[config.mk]
export PLATFORM = sky130hd
export DESIGN_NAME = daic_top
export DESIGN_NICKNAME = d
export VERILOG_FILES = /design/src/hdl/daic_pkg.sv /design/src/hdl/daic_top.sv /design/src/hdl/daic_chan_filter.sv /design/src/hdl/daic_limit.sv
export VERILOG_INCLUDE_DIRS = /design/src /design/src/hdl
export SDC_FILE = /design/constraint.sdc
export NUM_CORES = 2
export LEC_CHECK = 0
export BUFFER_PORTS_ARGS = -buffer_cell sky130_fd_sc_hd__buf_2
export CAP_MARGIN = 25
export CORE_MARGIN = 1.5
export CORE_UTILIZATION = 30
export CTS_BUF_LIST = sky130_fd_sc_hd__clkbuf_8 sky130_fd_sc_hd__clkbuf_16
export CTS_CLUSTER_SIZE = 10
export DETAILED_ROUTE_END_ITERATION = 7
export PLACE_DENSITY = 0.56
export SLEW_MARGIN = 10
export SYNTH_ARGS = -nofsm -noshare
export SYNTH_HDL_FRONTEND = slang
export SYNTH_SLANG_ARGS = --single-unit
[constraint.sdc]
create_clock -name clock -period 15.9 [get_ports clock]
set_input_delay 1.59 -clock clock [delete_from_list [all_inputs] [get_ports clock]]
set_output_delay 1.59 -clock clock [all_outputs]
set_load 0.005 [all_outputs]
[src/hdl/daic_defines.svh]
// Offsets, field positions, reset values and timing counts of the conditioner
`ifndef DAIC_DEFINES_SVH
`define DAIC_DEFINES_SVH

// ==========================================================================
// Register byte offsets
`define DAIC_OFS_VALUE_CH1   5'h00
`define DAIC_OFS_VALUE_CH2   5'h02
`define DAIC_OFS_FILT_CFG    5'h10
`define DAIC_OFS_CHTYPE_CFG  5'h12
`define DAIC_OFS_LOWER_LIM   5'h14
`define DAIC_OFS_UPPER_LIM   5'h16
`define DAIC_OFS_STATUS      5'h1E

// ==========================================================================
// Field positions
`define DAIC_FILT_LEVEL_LSB  0
`define DAIC_FILT_RAMP_LSB   4
`define DAIC_CHT_CUR_CH1     0
`define DAIC_CHT_CUR_CH2     1
`define DAIC_CHT_RNG_CH1     4
`define DAIC_CHT_RNG_CH2     5
`define DAIC_FILT_CFG_MASK   8'h77
`define DAIC_CHT_CFG_MASK    8'h33

// ==========================================================================
// Reset values and codes
`define DAIC_FILT_CFG_RST    8'h00
`define DAIC_CHT_CFG_RST     8'h00
`define DAIC_UPPER_DEF       16'h7FFF
`define DAIC_LOWER_DEF_VOLT  16'h8001
`define DAIC_LOWER_DEF_CUR   16'h0000
`define DAIC_VAL_OPEN        16'h7FFF
`define DAIC_VAL_INVALID     16'h8000
`define DAIC_RAMP_BASE       16'h3FFF
`define DAIC_OFFSET_4MA      16'h2000

// ==========================================================================
// Timing
`define DAIC_CLK_MHZ         200
`define DAIC_MIN_FILT_CYC_US 500
`define DAIC_SAMPLE_US       1000
`define DAIC_CH2_DELAY_US    200
`define DAIC_MIN_FILT_CYC_CLKS (`DAIC_MIN_FILT_CYC_US * `DAIC_CLK_MHZ)
`define DAIC_SAMPLE_CLKS     (`DAIC_SAMPLE_US * `DAIC_CLK_MHZ)
`define DAIC_CH2_DELAY_CLKS  (`DAIC_CH2_DELAY_US * `DAIC_CLK_MHZ)
`define DAIC_CAPTURE_OFS_CLKS 16

`endif

[src/hdl/daic_pkg.sv]
// Types shared by the conditioner modules
package daic_pkg;

  // ========================================================================
  // Status codes per channel
  typedef enum logic [1:0] {
    DAIC_ST_OK    = 2'b00,
    DAIC_ST_LOWER = 2'b01,
    DAIC_ST_UPPER = 2'b10,
    DAIC_ST_OPEN  = 2'b11
  } daic_status_e;

  // ========================================================================
  // Converter sequencer states
  typedef enum logic [1:0] {
    DAIC_SQ_IDLE = 2'b00,
    DAIC_SQ_BUSY = 2'b01
  } daic_seq_e;

  typedef logic signed [15:0] daic_sample_t;

endpackage : daic_pkg

[src/hdl/daic_top.sv]
// Dual analog input conditioner: sequencing, scaling, registers
//
// How it works
// - Filter only when bus cycle exceeds 500 us
// - Filtered: 1 ms sampling, channel 2 200 us later
// - Filtered sampling runs on own free timebase
// - Unfiltered: capture at fixed network cycle offset
// - Ramp limit only with filter, before filter
// - Oversized step moves tracked value by limit
// - Config bits 4-6 choose ramp limit
// - New equals old minus old/N plus input/N
// - Config bits 0-2 choose filter level 2^n
// - Filter config resets to zero
// - Type bits 0/1 choose voltage or current
// - Bits 4/5 choose 0-20 or 4-20 mA
// - Input switch driven from channel type
// - Signed 16-bit encoding per range
// - Default limits 7FFF upper, mode-dependent lower
// - Current mode defaults clamp at zero
// - Shared limits take effect on write
// - Later values compared against new limits
// - Passing a limit holds value and flags
// - Two status bits per channel, change event
// - Error substitutes fixed default values
`include "daic_defines.svh"

module daic_top #(
  parameter int MIN_FILT_CYC_CLKS = `DAIC_MIN_FILT_CYC_CLKS,
  parameter int SAMPLE_CLKS       = `DAIC_SAMPLE_CLKS,
  parameter int CH2_DELAY_CLKS    = `DAIC_CH2_DELAY_CLKS,
  parameter int CAPTURE_OFS_CLKS  = `DAIC_CAPTURE_OFS_CLKS,
  parameter int CNT_W             = 20
) (
  input  wire logic               clock,
  input  wire logic               rst,
  input  wire logic               net_sync,
  input  wire logic [4:0]         reg_addr,
  input  wire logic               reg_wr,
  input  wire logic [15:0]        reg_wdata,
  input  wire logic               reg_rd,
  output logic [15:0]             reg_rdata,
  output logic                    reg_rvalid,
  output logic                    conv_start,
  output logic                    conv_chan,
  input  wire logic               conv_done,
  input  wire logic signed [15:0] conv_data,
  input  wire logic               conv_open_line,
  input  wire logic               conv_invalid,
  output logic [1:0]              sel_current,
  output logic [1:0]              range_4_20,
  output logic                    error_event
);

  // ========================================================================
  // Configuration registers
  logic [7:0]         filt_cfg_q;
  logic [7:0]         cht_cfg_q;
  logic signed [15:0] lower_q;
  logic signed [15:0] upper_q;
  logic               lower_set_q;

  always_ff @(posedge clock or posedge rst) begin
    if (rst) begin
      filt_cfg_q  <= `DAIC_FILT_CFG_RST;
      cht_cfg_q   <= `DAIC_CHT_CFG_RST;
      lower_q     <= `DAIC_LOWER_DEF_VOLT;
      upper_q     <= `DAIC_UPPER_DEF;
      lower_set_q <= 1'b0;
    end else if (reg_wr) begin
      case (reg_addr)
        `DAIC_OFS_FILT_CFG:
          filt_cfg_q <= reg_wdata[7:0] & `DAIC_FILT_CFG_MASK;
        `DAIC_OFS_CHTYPE_CFG:
          cht_cfg_q <= reg_wdata[7:0] & `DAIC_CHT_CFG_MASK;
        `DAIC_OFS_LOWER_LIM: begin
          lower_q     <= reg_wdata;
          lower_set_q <= 1'b1;
        end
        `DAIC_OFS_UPPER_LIM:
          upper_q <= reg_wdata;
        default: ;
      endcase
    end
  end

  logic [2:0] level;
  logic [2:0] ramp_code;
  logic [1:0] is_cur;
  logic [1:0] is_420;

  assign level     = filt_cfg_q[`DAIC_FILT_LEVEL_LSB +: 3];
  assign ramp_code = filt_cfg_q[`DAIC_FILT_RAMP_LSB +: 3];
  assign is_cur    = {cht_cfg_q[`DAIC_CHT_CUR_CH2],
                      cht_cfg_q[`DAIC_CHT_CUR_CH1]};
  assign is_420    = {cht_cfg_q[`DAIC_CHT_RNG_CH2],
                      cht_cfg_q[`DAIC_CHT_RNG_CH1]} & is_cur;

  // Switch drive follows configuration with no further request
  always_ff @(posedge clock or posedge rst) begin
    if (rst) begin
      sel_current <= 2'b00;
      range_4_20  <= 2'b00;
    end else begin
      sel_current <= is_cur;
      range_4_20  <= is_420;
    end
  end

  // ========================================================================
  // Network cycle measurement
  // Saturating count; only its comparison against the threshold matters
  logic [CNT_W-1:0] cyc_cnt_q;
  logic             cycle_long_q;
  logic             filt_active;

  always_ff @(posedge clock or posedge rst) begin
    if (rst) begin
      cyc_cnt_q    <= '0;
      cycle_long_q <= 1'b0;
    end else if (net_sync) begin
      cycle_long_q <= cyc_cnt_q > CNT_W'(MIN_FILT_CYC_CLKS);
      cyc_cnt_q    <= CNT_W'(1);
    end else if (cyc_cnt_q != '1) begin
      cyc_cnt_q <= cyc_cnt_q + CNT_W'(1);
    end
  end

  assign filt_active = (level != 3'd0) && cycle_long_q;

  // ========================================================================
  // Sample timing
  logic [CNT_W-1:0] tick_cnt_q;
  logic [CNT_W-1:0] ofs_cnt_q;
  logic             ofs_run_q;
  logic [1:0]       req;

  // Free-running tick, never reloaded by net_sync
  always_ff @(posedge clock or posedge rst) begin
    if (rst) begin
      tick_cnt_q <= '0;
    end else if (tick_cnt_q == CNT_W'(SAMPLE_CLKS - 1)) begin
      tick_cnt_q <= '0;
    end else begin
      tick_cnt_q <= tick_cnt_q + CNT_W'(1);
    end
  end

  always_ff @(posedge clock or posedge rst) begin
    if (rst) begin
      ofs_cnt_q <= '0;
      ofs_run_q <= 1'b0;
    end else if (net_sync) begin
      ofs_cnt_q <= '0;
      ofs_run_q <= 1'b1;
    end else if (ofs_run_q) begin
      ofs_cnt_q <= ofs_cnt_q + CNT_W'(1);
      if (ofs_cnt_q == CNT_W'(CAPTURE_OFS_CLKS)) begin
        ofs_run_q <= 1'b0;
      end
    end
  end

  always_comb begin
    if (filt_active) begin
      req[0] = tick_cnt_q == '0;
      req[1] = tick_cnt_q == CNT_W'(CH2_DELAY_CLKS);
    end else begin
      // Both channels captured back to back after the offset
      req[0] = ofs_run_q && (ofs_cnt_q == CNT_W'(CAPTURE_OFS_CLKS));
      req[1] = req[0];
    end
  end

  // ========================================================================
  // Converter sequencer
  // One conversion outstanding; further requests wait in pend_q
  daic_pkg::daic_seq_e seq_q;
  logic [1:0]          pend_q;
  logic                cur_ch_q;
  logic                issue;
  logic                issue_ch;

  assign issue    = (seq_q == daic_pkg::DAIC_SQ_IDLE) && (pend_q != 2'b00);
  assign issue_ch = !pend_q[0];

  always_ff @(posedge clock or posedge rst) begin
    if (rst) begin
      pend_q <= 2'b00;
    end else begin
      // New request wins over the clear of the same bit
      pend_q <= (pend_q & ~({issue && issue_ch, issue && !issue_ch})) | req;
    end
  end

  always_ff @(posedge clock or posedge rst) begin
    if (rst) begin
      seq_q      <= daic_pkg::DAIC_SQ_IDLE;
      cur_ch_q   <= 1'b0;
      conv_start <= 1'b0;
      conv_chan  <= 1'b0;
    end else begin
      conv_start <= 1'b0;
      case (seq_q)
        daic_pkg::DAIC_SQ_IDLE: begin
          if (issue) begin
            seq_q      <= daic_pkg::DAIC_SQ_BUSY;
            cur_ch_q   <= issue_ch;
            conv_start <= 1'b1;
            conv_chan  <= issue_ch;
          end
        end
        daic_pkg::DAIC_SQ_BUSY: begin
          if (conv_done) begin
            seq_q <= daic_pkg::DAIC_SQ_IDLE;
          end
        end
        default: seq_q <= daic_pkg::DAIC_SQ_IDLE;
      endcase
    end
  end

  // ========================================================================
  // Range encoding
  // Converter delivers current as 0..32767 for 0..20 mA
  logic signed [17:0] raw;
  logic signed [17:0] scaled;
  logic signed [15:0] coded;
  logic               ch_cur;
  logic               ch_420;

  assign ch_cur = is_cur[cur_ch_q];
  assign ch_420 = is_420[cur_ch_q];

  always_comb begin
    raw    = 18'(conv_data);
    scaled = raw;
    if (ch_cur && ch_420) begin
      scaled = raw + (raw >>> 2) - $signed(18'(`DAIC_OFFSET_4MA));
    end else if (ch_cur && raw < 0) begin
      scaled = '0;
    end
    if (scaled > 18'sd32767) begin
      coded = 16'h7FFF;
    end else if (scaled < -18'sd32768) begin
      coded = 16'h8000;
    end else begin
      coded = scaled[15:0];
    end
  end

  // ========================================================================
  // Channel pipelines
  logic [1:0]         fin_valid;
  logic [1:0]         fout_valid;
  logic signed [15:0] fout_data [2];
  logic [1:0]         open_q;
  logic [1:0]         inval_q;
  logic signed [15:0] value [2];
  logic [1:0]         status [2];
  logic [1:0]         changed;
  logic signed [15:0] lower_eff [2];

  assign fin_valid[0] = (seq_q == daic_pkg::DAIC_SQ_BUSY) && conv_done
                        && !cur_ch_q;
  assign fin_valid[1] = (seq_q == daic_pkg::DAIC_SQ_BUSY) && conv_done
                        && cur_ch_q;

  for (genvar c = 0; c < 2; c++) begin : g_ch
    // Open line only detectable in voltage mode
    always_ff @(posedge clock or posedge rst) begin
      if (rst) begin
        open_q[c]  <= 1'b0;
        inval_q[c] <= 1'b0;
      end else if (fin_valid[c]) begin
        open_q[c]  <= conv_open_line && !is_cur[c];
        inval_q[c] <= conv_invalid;
      end
    end

    // Default lower limit depends on mode until software writes one
    assign lower_eff[c] = lower_set_q ? lower_q :
                          (is_cur[c] ? `DAIC_LOWER_DEF_CUR
                                     : `DAIC_LOWER_DEF_VOLT);

    daic_chan_filter #(.W(16)) u_filt (
      .clock     (clock),
      .rst       (rst),
      .in_valid  (fin_valid[c]),
      .in_data   (coded),
      .filt_on   (filt_active),
      .level     (level),
      .ramp_code (ramp_code),
      .out_valid (fout_valid[c]),
      .out_data  (fout_data[c])
    );

    daic_limit u_lim (
      .clock      (clock),
      .rst        (rst),
      .in_valid   (fout_valid[c]),
      .in_data    (fout_data[c]),
      .in_open    (open_q[c]),
      .in_invalid (inval_q[c]),
      .lower      (lower_eff[c]),
      .upper      (upper_q),
      .value_q    (value[c]),
      .status_q   (status[c]),
      .changed_q  (changed[c])
    );
  end

  always_ff @(posedge clock or posedge rst) begin
    if (rst) begin
      error_event <= 1'b0;
    end else begin
      error_event <= |changed;
    end
  end

  // ========================================================================
  // Register reads
  // Configuration registers are write-only and read back as zero
  always_ff @(posedge clock or posedge rst) begin
    if (rst) begin
      reg_rdata  <= '0;
      reg_rvalid <= 1'b0;
    end else begin
      reg_rvalid <= reg_rd;
      if (reg_rd) begin
        case (reg_addr)
          `DAIC_OFS_VALUE_CH1: reg_rdata <= value[0];
          `DAIC_OFS_VALUE_CH2: reg_rdata <= value[1];
          `DAIC_OFS_STATUS:
            reg_rdata <= {12'h000, status[1], status[0]};
          default:             reg_rdata <= 16'h0000;
        endcase
      end
    end
  end

endmodule : daic_top

[src/hdl/daic_chan_filter.sv]
// Ramp limiter followed by first-order averaging filter for one channel
`include "daic_defines.svh"

module daic_chan_filter #(
  parameter int W = 16
) (
  input  wire logic                clock,
  input  wire logic                rst,
  input  wire logic                in_valid,
  input  wire logic signed [W-1:0] in_data,
  input  wire logic                filt_on,
  input  wire logic [2:0]          level,
  input  wire logic [2:0]          ramp_code,
  output logic                     out_valid,
  output logic signed [W-1:0]      out_data
);

  localparam logic signed [W+1:0] MAXV = (W+2)'((1 << (W-1)) - 1);
  localparam logic signed [W+1:0] MINV = -(W+2)'(1 << (W-1));

  logic signed [W-1:0] track_q;
  logic signed [W-1:0] filt_q;
  logic signed [W+1:0] x;
  logic signed [W+1:0] prev;
  logic signed [W+1:0] old;
  logic signed [W+1:0] diff;
  logic signed [W+1:0] lim;
  logic signed [W+1:0] tracked;
  logic signed [W+1:0] nxt;

  // ========================================================================
  // Arithmetic helpers
  // Truncation toward zero; a plain arithmetic shift would drift negative
  function automatic logic signed [W+1:0] tdiv(
    input logic signed [W+1:0] v, input logic [2:0] s);
    if (v < 0) return -((-v) >>> s);
    return v >>> s;
  endfunction : tdiv

  function automatic logic signed [W-1:0] sat(input logic signed [W+1:0] v);
    if (v > MAXV) return MAXV[W-1:0];
    if (v < MINV) return MINV[W-1:0];
    return v[W-1:0];
  endfunction : sat

  // ========================================================================
  // Ramp limit then filter update
  always_comb begin
    x    = (W+2)'(in_data);
    prev = (W+2)'(track_q);
    old  = (W+2)'(filt_q);
    diff = x - prev;
    lim  = (W+2)'({2'b00, `DAIC_RAMP_BASE} >> (ramp_code - 3'd1));
    tracked = x;
    if (ramp_code != 3'd0) begin
      if (diff > lim) begin
        tracked = prev + lim;
      end else if (diff < -lim) begin
        tracked = prev - lim;
      end
    end
    nxt = old - tdiv(old, level) + tdiv(tracked, level);
  end

  always_ff @(posedge clock or posedge rst) begin
    if (rst) begin
      track_q <= '0;
      filt_q  <= '0;
    end else if (in_valid) begin
      if (filt_on) begin
        track_q <= sat(tracked);
        filt_q  <= sat(nxt);
      end else begin
        // Seeding both states keeps the first filtered step from jumping
        track_q <= in_data;
        filt_q  <= in_data;
      end
    end
  end

  always_ff @(posedge clock or posedge rst) begin
    if (rst) begin
      out_valid <= 1'b0;
    end else begin
      out_valid <= in_valid;
    end
  end

  assign out_data = filt_q;

endmodule : daic_chan_filter

[src/hdl/daic_limit.sv]
// Limit compare, clamp, error substitution and status for one channel
`include "daic_defines.svh"

module daic_limit (
  input  wire logic               clock,
  input  wire logic               rst,
  input  wire logic               in_valid,
  input  wire logic signed [15:0] in_data,
  input  wire logic               in_open,
  input  wire logic               in_invalid,
  input  wire logic signed [15:0] lower,
  input  wire logic signed [15:0] upper,
  output logic signed [15:0]      value_q,
  output logic [1:0]              status_q,
  output logic                    changed_q
);

  logic [1:0]        st_d;
  logic signed [15:0] val_d;

  always_comb begin
    st_d  = daic_pkg::DAIC_ST_OK;
    val_d = in_data;
    if (in_open) begin
      st_d  = daic_pkg::DAIC_ST_OPEN;
      val_d = `DAIC_VAL_OPEN;
    end else if (in_invalid) begin
      val_d = `DAIC_VAL_INVALID;
    end else if (in_data > upper) begin
      st_d  = daic_pkg::DAIC_ST_UPPER;
      val_d = upper;
    end else if (in_data < lower) begin
      st_d  = daic_pkg::DAIC_ST_LOWER;
      val_d = lower;
    end
  end

  always_ff @(posedge clock or posedge rst) begin
    if (rst) begin
      value_q   <= '0;
      status_q  <= daic_pkg::DAIC_ST_OK;
      changed_q <= 1'b0;
    end else begin
      changed_q <= in_valid && (st_d != status_q);
      if (in_valid) begin
        value_q  <= val_d;
        status_q <= st_d;
      end
    end
  end

endmodule : daic_limit

== Word-level counts from Yosys, hierarchy flattened ==
Cells that the tools add are included.
Cells by class
  order comparisons: 25
  equality and inequality tests: 15
  reductions and logical operators: 33
  shift-type cells: 9
  mux-type cells: 109
  bitwise logic cells: 4
  add/sub/neg operators: 25
Operators by type and width (number)
  $mux W16: 34
  $mux W18: 16
  $neg A18 Y18: 7
  $sshr A18 B3 Y18: 6
  $mux W20: 5
  $gt A18 B16 Y1 const B: 5
  $lt A18 B16 Y1 const B: 5
  $sub A16 B18 Y18: 4
  $add A20 B1 Y20 const B: 3
  $lt A16 B1 Y1 const B: 3
  $pmux W16 S3: 1
  $mux W1: 43
  $add A16 B18 Y18: 2
  $add A18 B18 Y18: 2
  $gt A18 B18 Y1: 2
  $lt A18 B1 Y1 const B: 2
  $lt A18 B18 Y1: 2
  $neg A16 Y18: 2
  $sshr A16 B3 Y18: 2
  $sub A16 B16 Y17: 2
  $gt A16 B16 Y1: 2
  $lt A16 B16 Y1: 2
  $eq A5 B5 Y1 const B: 5
  $eq A20 B16 Y1 const B: 1
  other kinds (27): 62
Word-level totals
  input port bits: 45
  flip-flop bits (word level): 241
  output and inout bits: 24
  logic and storage cells: 255

== Longest topological paths before layout ==
  depth after elaboration: 29
  gate-level depth with buffers: 72
  mapped depth without buffers: 68

== By module ==
A second synthesis with hierarchy kept.
Second synthesis, totals
  cell total of the unflattened synthesis: 4212
  area total of the unflattened synthesis: 31873.1 um^2
By module, submodules not included
  daic_chan_filter at g_ch[0].u_filt: area each 10425.0 um^2, instances 1, cells an instance 1479
  daic_chan_filter at g_ch[1].u_filt: area each 10089.7 um^2, instances 1, cells an instance 1476
  daic_top: area each 7392.1 um^2, instances 1, cells an instance 731
  daic_limit: area each 1983.2 um^2, instances 2, cells an instance 263

== Least setup slack after synthesis ==
OpenSTA, ideal clock, no wires.
  kind: input-to-reg
  start point: in conv_data[1]
  end point: reg g_ch[1].u_filt.filt_q[0]
  slack: 1507 ps
  data arrival time: 14232 ps
  buffers on the path: 2
  stages on the path: 63
  setup time: 160 ps
  cells stage by stage: ha_1 ha_1 inv_1 fa_1 nand2b_1 a2111oi_2 nor3_1 or2_1 o221ai_2 a31oi_1 nor2_1 ha_1 a2111o_1 o21ai_1 nor2b_1 o21ai_0 nand2b_1 a21oi_1 [27 not listed] a21o_1 a21o_1 a21oi_1 o21bai_1 a21oi_1 o21bai_1 a21oi_1 o21bai_1 a21oi_1 o21bai_1 a211o_1 a2111oi_0 nor3_1 xor2_1 or4_1 buf_4 nand3_1 a222oi_1
Between the ends
  word-level cells in the longest chain between the ends: 26
  elaborated cells on any way between the ends: 38
RTL lines
  from (decl): RTL line daic_top.sv:46  | input wire logic signed [15:0] conv_data,
  parallel branches: the longest is 3 deep, another holds $sub A17 B15 Y18
  $mux W18 (*): RTL line daic_top.sv:237  | if (ch_cur && ch_420) begin
  $lt A18 B16 Y1: RTL line daic_top.sv:244  | end else if (scaled < -18'sd32768) begin
  $mux W16: RTL line daic_top.sv:244
  $mux W16 (*): RTL line daic_top.sv:242  | if (scaled > 18'sd32767) begin
  $sub A16 B16 Y17: RTL line daic_chan_filter.sv:52  | diff = x - prev;
  $lt A18 B18 Y1: RTL line daic_chan_filter.sv:58  | end else if (diff < -lim) begin
  $mux W18: RTL line daic_chan_filter.sv:58
  [7 not listed]
  $add A18 B18 Y18: RTL line daic_chan_filter.sv:62  | nxt = old - tdiv(old, level) + tdiv(tracked, level);
  $lt A18 B16 Y1: RTL line daic_chan_filter.sv:42  | if (v < MINV) return MINV[W-1:0];
  $mux W1 (2 in a row): RTL line daic_chan_filter.sv:42
  $mux W1: RTL line daic_chan_filter.sv:70  | if (filt_on) begin
  $mux W1: RTL line daic_chan_filter.sv:69  | end else if (in_valid) begin
  $mux W16: RTL line daic_chan_filter.sv:43  | return v[W-1:0];
  $mux W16: RTL line daic_chan_filter.sv:42
  $mux W16 (*): RTL line daic_chan_filter.sv:70
  to (signal assigned): RTL line daic_chan_filter.sv:72  | filt_q <= sat(nxt);
  to (signal assigned): RTL line daic_chan_filter.sv:76  | filt_q <= in_data;
  to (decl): RTL line daic_chan_filter.sv:22  | logic signed [W-1:0] filt_q;
Mark *: on every way between the ends. The select of a mux whose other input is x is not followed.
A chain may end at the register's enable or synchronous reset.

== Worst setup path in the final report ==
  start point: in conv_data[9]
  end point: reg g_ch[1].u_filt.filt_q[0]
Same word-level chain as after synthesis.

==> summary.txt <==
STA
  • Final Critical Period: 14.86 ns
  • Final clock period utilization by the worst path: 93.5%
  • Maximum clock rate: 67.3 MHz
  • Setup violations, final: 0
  • Layout Skew: 0.0288 ns
  • Max-slew violation count: 0
  • Slew of the pin with the lowest slew margin: 1.13 ns
  • Headroom to the max-slew limit: 24.6%
  • Final Hold Vio Count: 0
  • TNS Setup: 0 ns

Worst setup path
  • Maximum fanout count along the critical path: 10
  • Cell at the slowest stage of the critical path: sky130_fd_sc_hd__o21ai_0
  • Critical path start-end classification: primary input to register
  • Cell with the most instances on the worst path: sky130_fd_sc_hd__ha_1
  • Crit path launch type: primary input
  • Register-to-Register Path Depth: 56
  • Data arrival time of the critical path: 15.27 ns
  • Longest individual stage delay on the worst path: 0.62 ns
  • Required arrival time at the worst endpoint: 16.31 ns
  • Kind of capture point of the worst setup path: register

Die
  • Number of placed I/O pins: 69
  • Area enclosed by the die boundary: 103000 um^2
  • Die Ht: 321 um
  • Initial Utilization: 30.3%
  • Core area: 100000 um^2
  • Number of placement rows: 116
  • Overall die width: 321 um

Detailed routing
  • Via count: 30406
  • Remaining design rule violation count: 0
  • WL per Instance: 20.3 um
  • Vias per cell: 5.68
  • Post-route ant nets: 0
  • Count of TritonRoute iterations in the first routing pass: 6
  • First-iteration detailed-routing DRC count: 2593
  • Routed Wire Length: 109 mm

Clocking
  • Deepest clock path buffer count: 3
  • Buffer type at the clock tree root: sky130_fd_sc_hd__clkbuf_16
  • CTS sink cnt: 240
  • Clock latency of the later-clocked register in the worst-skew pair: 0.57 ns
  • TritonCTS clock tree: built
  • Hold_buf cts: 0
  • Count of H-tree levels built during CTS: 2
  • Total CTS buffers: 36
  • Clock-pin slew on the worst setup and hold paths: 0.05 ns

Global routing
  • Total routing usage reported by global routing: 20.5%
  • Vias in the first global route: 28861
  • Total global routing overflow: 0
  • Pin count of the biggest net entering global routing: 149
  • Wire length of the first global-routing pass: 168 mm
  • Antenna violations before repair: 2

Synthesis
  • Post-synthesis net count: 4294
  • Number of flops mapped to enable cells by yosys: 0
  • FFs w/ async S/R, synth: 100%
  • Area share of the largest cell type after synthesis: 18.4%
  • Synth warn: 0
  • Most used flip-flop cell after synthesis: sky130_fd_sc_hd__dfrtp_1
  • Average instance area after synthesis: 7.65 um^2
  • Commonest cells in the synthesized netlist: 390 x sky130_fd_sc_hd__nor2_1, 377 x sky130_fd_sc_hd__nand2_1, 341 x sky130_fd_sc_hd__a21oi_1
  • Count leader, synth: sky130_fd_sc_hd__nor2_1
  • Dominant cells by area after synthesis: sky130_fd_sc_hd__dfrtp_1 18%, sky130_fd_sc_hd__ha_1 9.9%, sky130_fd_sc_hd__a21oi_1 5.6%, sky130_fd_sc_hd__nor2_1 4.8%, sky130_fd_sc_hd__o21ai_0 4.8%
  • Count of state elements after synthesis: 240
  • Cell type contributing the most total cell area after synthesis: sky130_fd_sc_hd__dfrtp_1
  • Gate count of the mapped netlist: 3971
  • Share of the yosys chip area belonging to registers: 19.8%
  • Netlist area before placement: 30400 um^2
  • Number of library cell types mapped by synthesis: 121

Status
  • Status: complete, no violations

Cells and area
  • Fraction of final layout cells with drive strength greater than 1: 11.4%
  • Area delta synth->final: 10.9%
  • Total number of nets in the final design: 4300
  • Cell area after layout: 33700 um^2
  • Number of diodes added for antenna fixing: 0
  • Final core utilization: 33.6%

Place
  • Routability congestion estimate: 0.942
  • Placed cell areas: 32300 um^2
  • Number of buffer cells added on primary ports: 68
  • Detailed Place HPWL: 83.3 mm

Min path
  • HP Class: register to register
  • Number of stages on the worst hold path: 1

Flow run
  • Max-cap viol count: 0
-- through the flow --
stage | setup slack (ns) | hold WS (ns) | std cells
2_1_floorplan | 1.51 | 0.410 | 3971
3_3_place_gp | 0.345 | 0.421 | 5282
3_5_place_dp | 0.0212 | 0.434 | 5285
4_1_cts | 0.595 | 0.447 | 5346
5_1_grt | -0.0656 | 0.456 | 5357
6_report | 1.04 | 0.440 | 5357
-- per-layer routing --
layer	global-route usage [%]	vias to the layer above	part of all wire, %
met5	0	-	0.017
met4	6.13	2	3.4
met3	2.55	202	6.5
met2	33.2	1074	45
met1	28.4	14610	45
li1	-	14518	-
-- cells in the final DEF (no fill, tap or decap), types with 32 or more instances in the layout --
cell                        Yosys  layout
sky130_fd_sc_hd__nand2b_1      39      39
sky130_fd_sc_hd__nand2_1      377     377
sky130_fd_sc_hd__mux2_2        48      48
sky130_fd_sc_hd__nor2_1       390     388
sky130_fd_sc_hd__a211oi_1      54      53
sky130_fd_sc_hd__nor2b_1       46      45
sky130_fd_sc_hd__nor3_1       112     109
sky130_fd_sc_hd__nor4_1        41      38
sky130_fd_sc_hd__buf_2         15      69
sky130_fd_sc_hd__ha_1         241     240
sky130_fd_sc_hd__and2_1        32      32
sky130_fd_sc_hd__xor2_1        80      80
sky130_fd_sc_hd__nand3_1      131     131
sky130_fd_sc_hd__a31oi_1       44      44
sky130_fd_sc_hd__fa_1          37      37
sky130_fd_sc_hd__a21oi_1      341     337
sky130_fd_sc_hd__dfrtp_1      223     220
sky130_fd_sc_hd__inv_1        253     261
sky130_fd_sc_hd__a221oi_1      37      37
sky130_fd_sc_hd__xnor2_1      145     145
sky130_fd_sc_hd__buf_4          9     112
sky130_fd_sc_hd__clkbuf_16      0      36
sky130_fd_sc_hd__o211ai_1      61      61
sky130_fd_sc_hd__o21ai_0      292     290
sky130_fd_sc_hd__mux2i_1       71      69
sky130_fd_sc_hd__a21o_1        46      46
sky130_fd_sc_hd__nand4_1       46      46
-- worst max-delay path, delay by kind of cell --
family,cells,cell delay [ns]
compound gates,29,6.07
buf+inv,5,0.74
xor+xnor,3,0.58
fa+ha+maj,9,2.93
mux,1,0.17
simple gates,12,3.14
-- area by class of cell --
type / count / area [um^2]
Fill cell: 10727 / 66600
Sequential cell: 240 / 6040
Multi-Input combinational cell: 3253 / 22500
Inverter: 259 / 982
Tap cell: 1357 / 1700
Timing Repair Buffer: 187 / 1300
Clock buffer: 41 / 970
Clock inverter: 20 / 175
-- registers in the layout (all words and copies together), names as in the netlist, 4 cells and up --
signal and cells:
cht_cfg_q 4, cyc_cnt_q 20, filt_cfg_q 6, g_ch.u_filt.out_data 32, g_ch.u_filt.track_q 32, g_ch.u_lim.status_q 4
g_ch.u_lim.value_q 32, lower_q 16, ofs_cnt_q 20, reg_rdata 16, tick_cnt_q 20, upper_q 16
-- final timing paths --
path	from	to	slack, ns
max	conv_data[9]	g_ch[1].u_filt.out_data[0]$_DFFE_PP0P_	1.04
min	g_ch[1].u_lim.changed_q$_DFF_PP0_	error_event$_DFF_PP0_	0.44
max reg2reg	cht_cfg_q[0]$_DFFE_PP0P_	g_ch[1].u_filt.out_data[0]$_DFFE_PP0P_	2.34
min reg2reg	g_ch[1].u_lim.changed_q$_DFF_PP0_	error_event$_DFF_PP0_	0.44
max in group asynchronous	rst	tick_cnt_q[3]$_DFF_PP0_	13.45
min in group asynchronous	rst	g_ch[0].u_lim.status_q[1]$_DFFE_PP0P_	1.14
-- cell families (layout without fill, tap and decap cells) --
logic type / after synthesis / count (layout) / share of synthesized area [%]
muxes: 146 / 146 / 6.08
and+or+nand+nor: 1362 / 1362 / 21.6
xor gates and xnor gates: 226 / 226 / 6.54
buffers and inverters: 478 / 507 / 6.54
DFF: 240 / 240 / 19.8
adders and majority gates: 278 / 278 / 12.4
AOI/OAI and AO/OA: 1241 / 1241 / 27.0
-- repair_timing --
item                       in CTS  in global routing
setup endpoints to repair       0                 32
resized for setup               0                 25
buffers inserted                0                  9
Power is not shown: default switching activity piles up to over one toggle a cycle in this logic, so the estimate is an artifact.
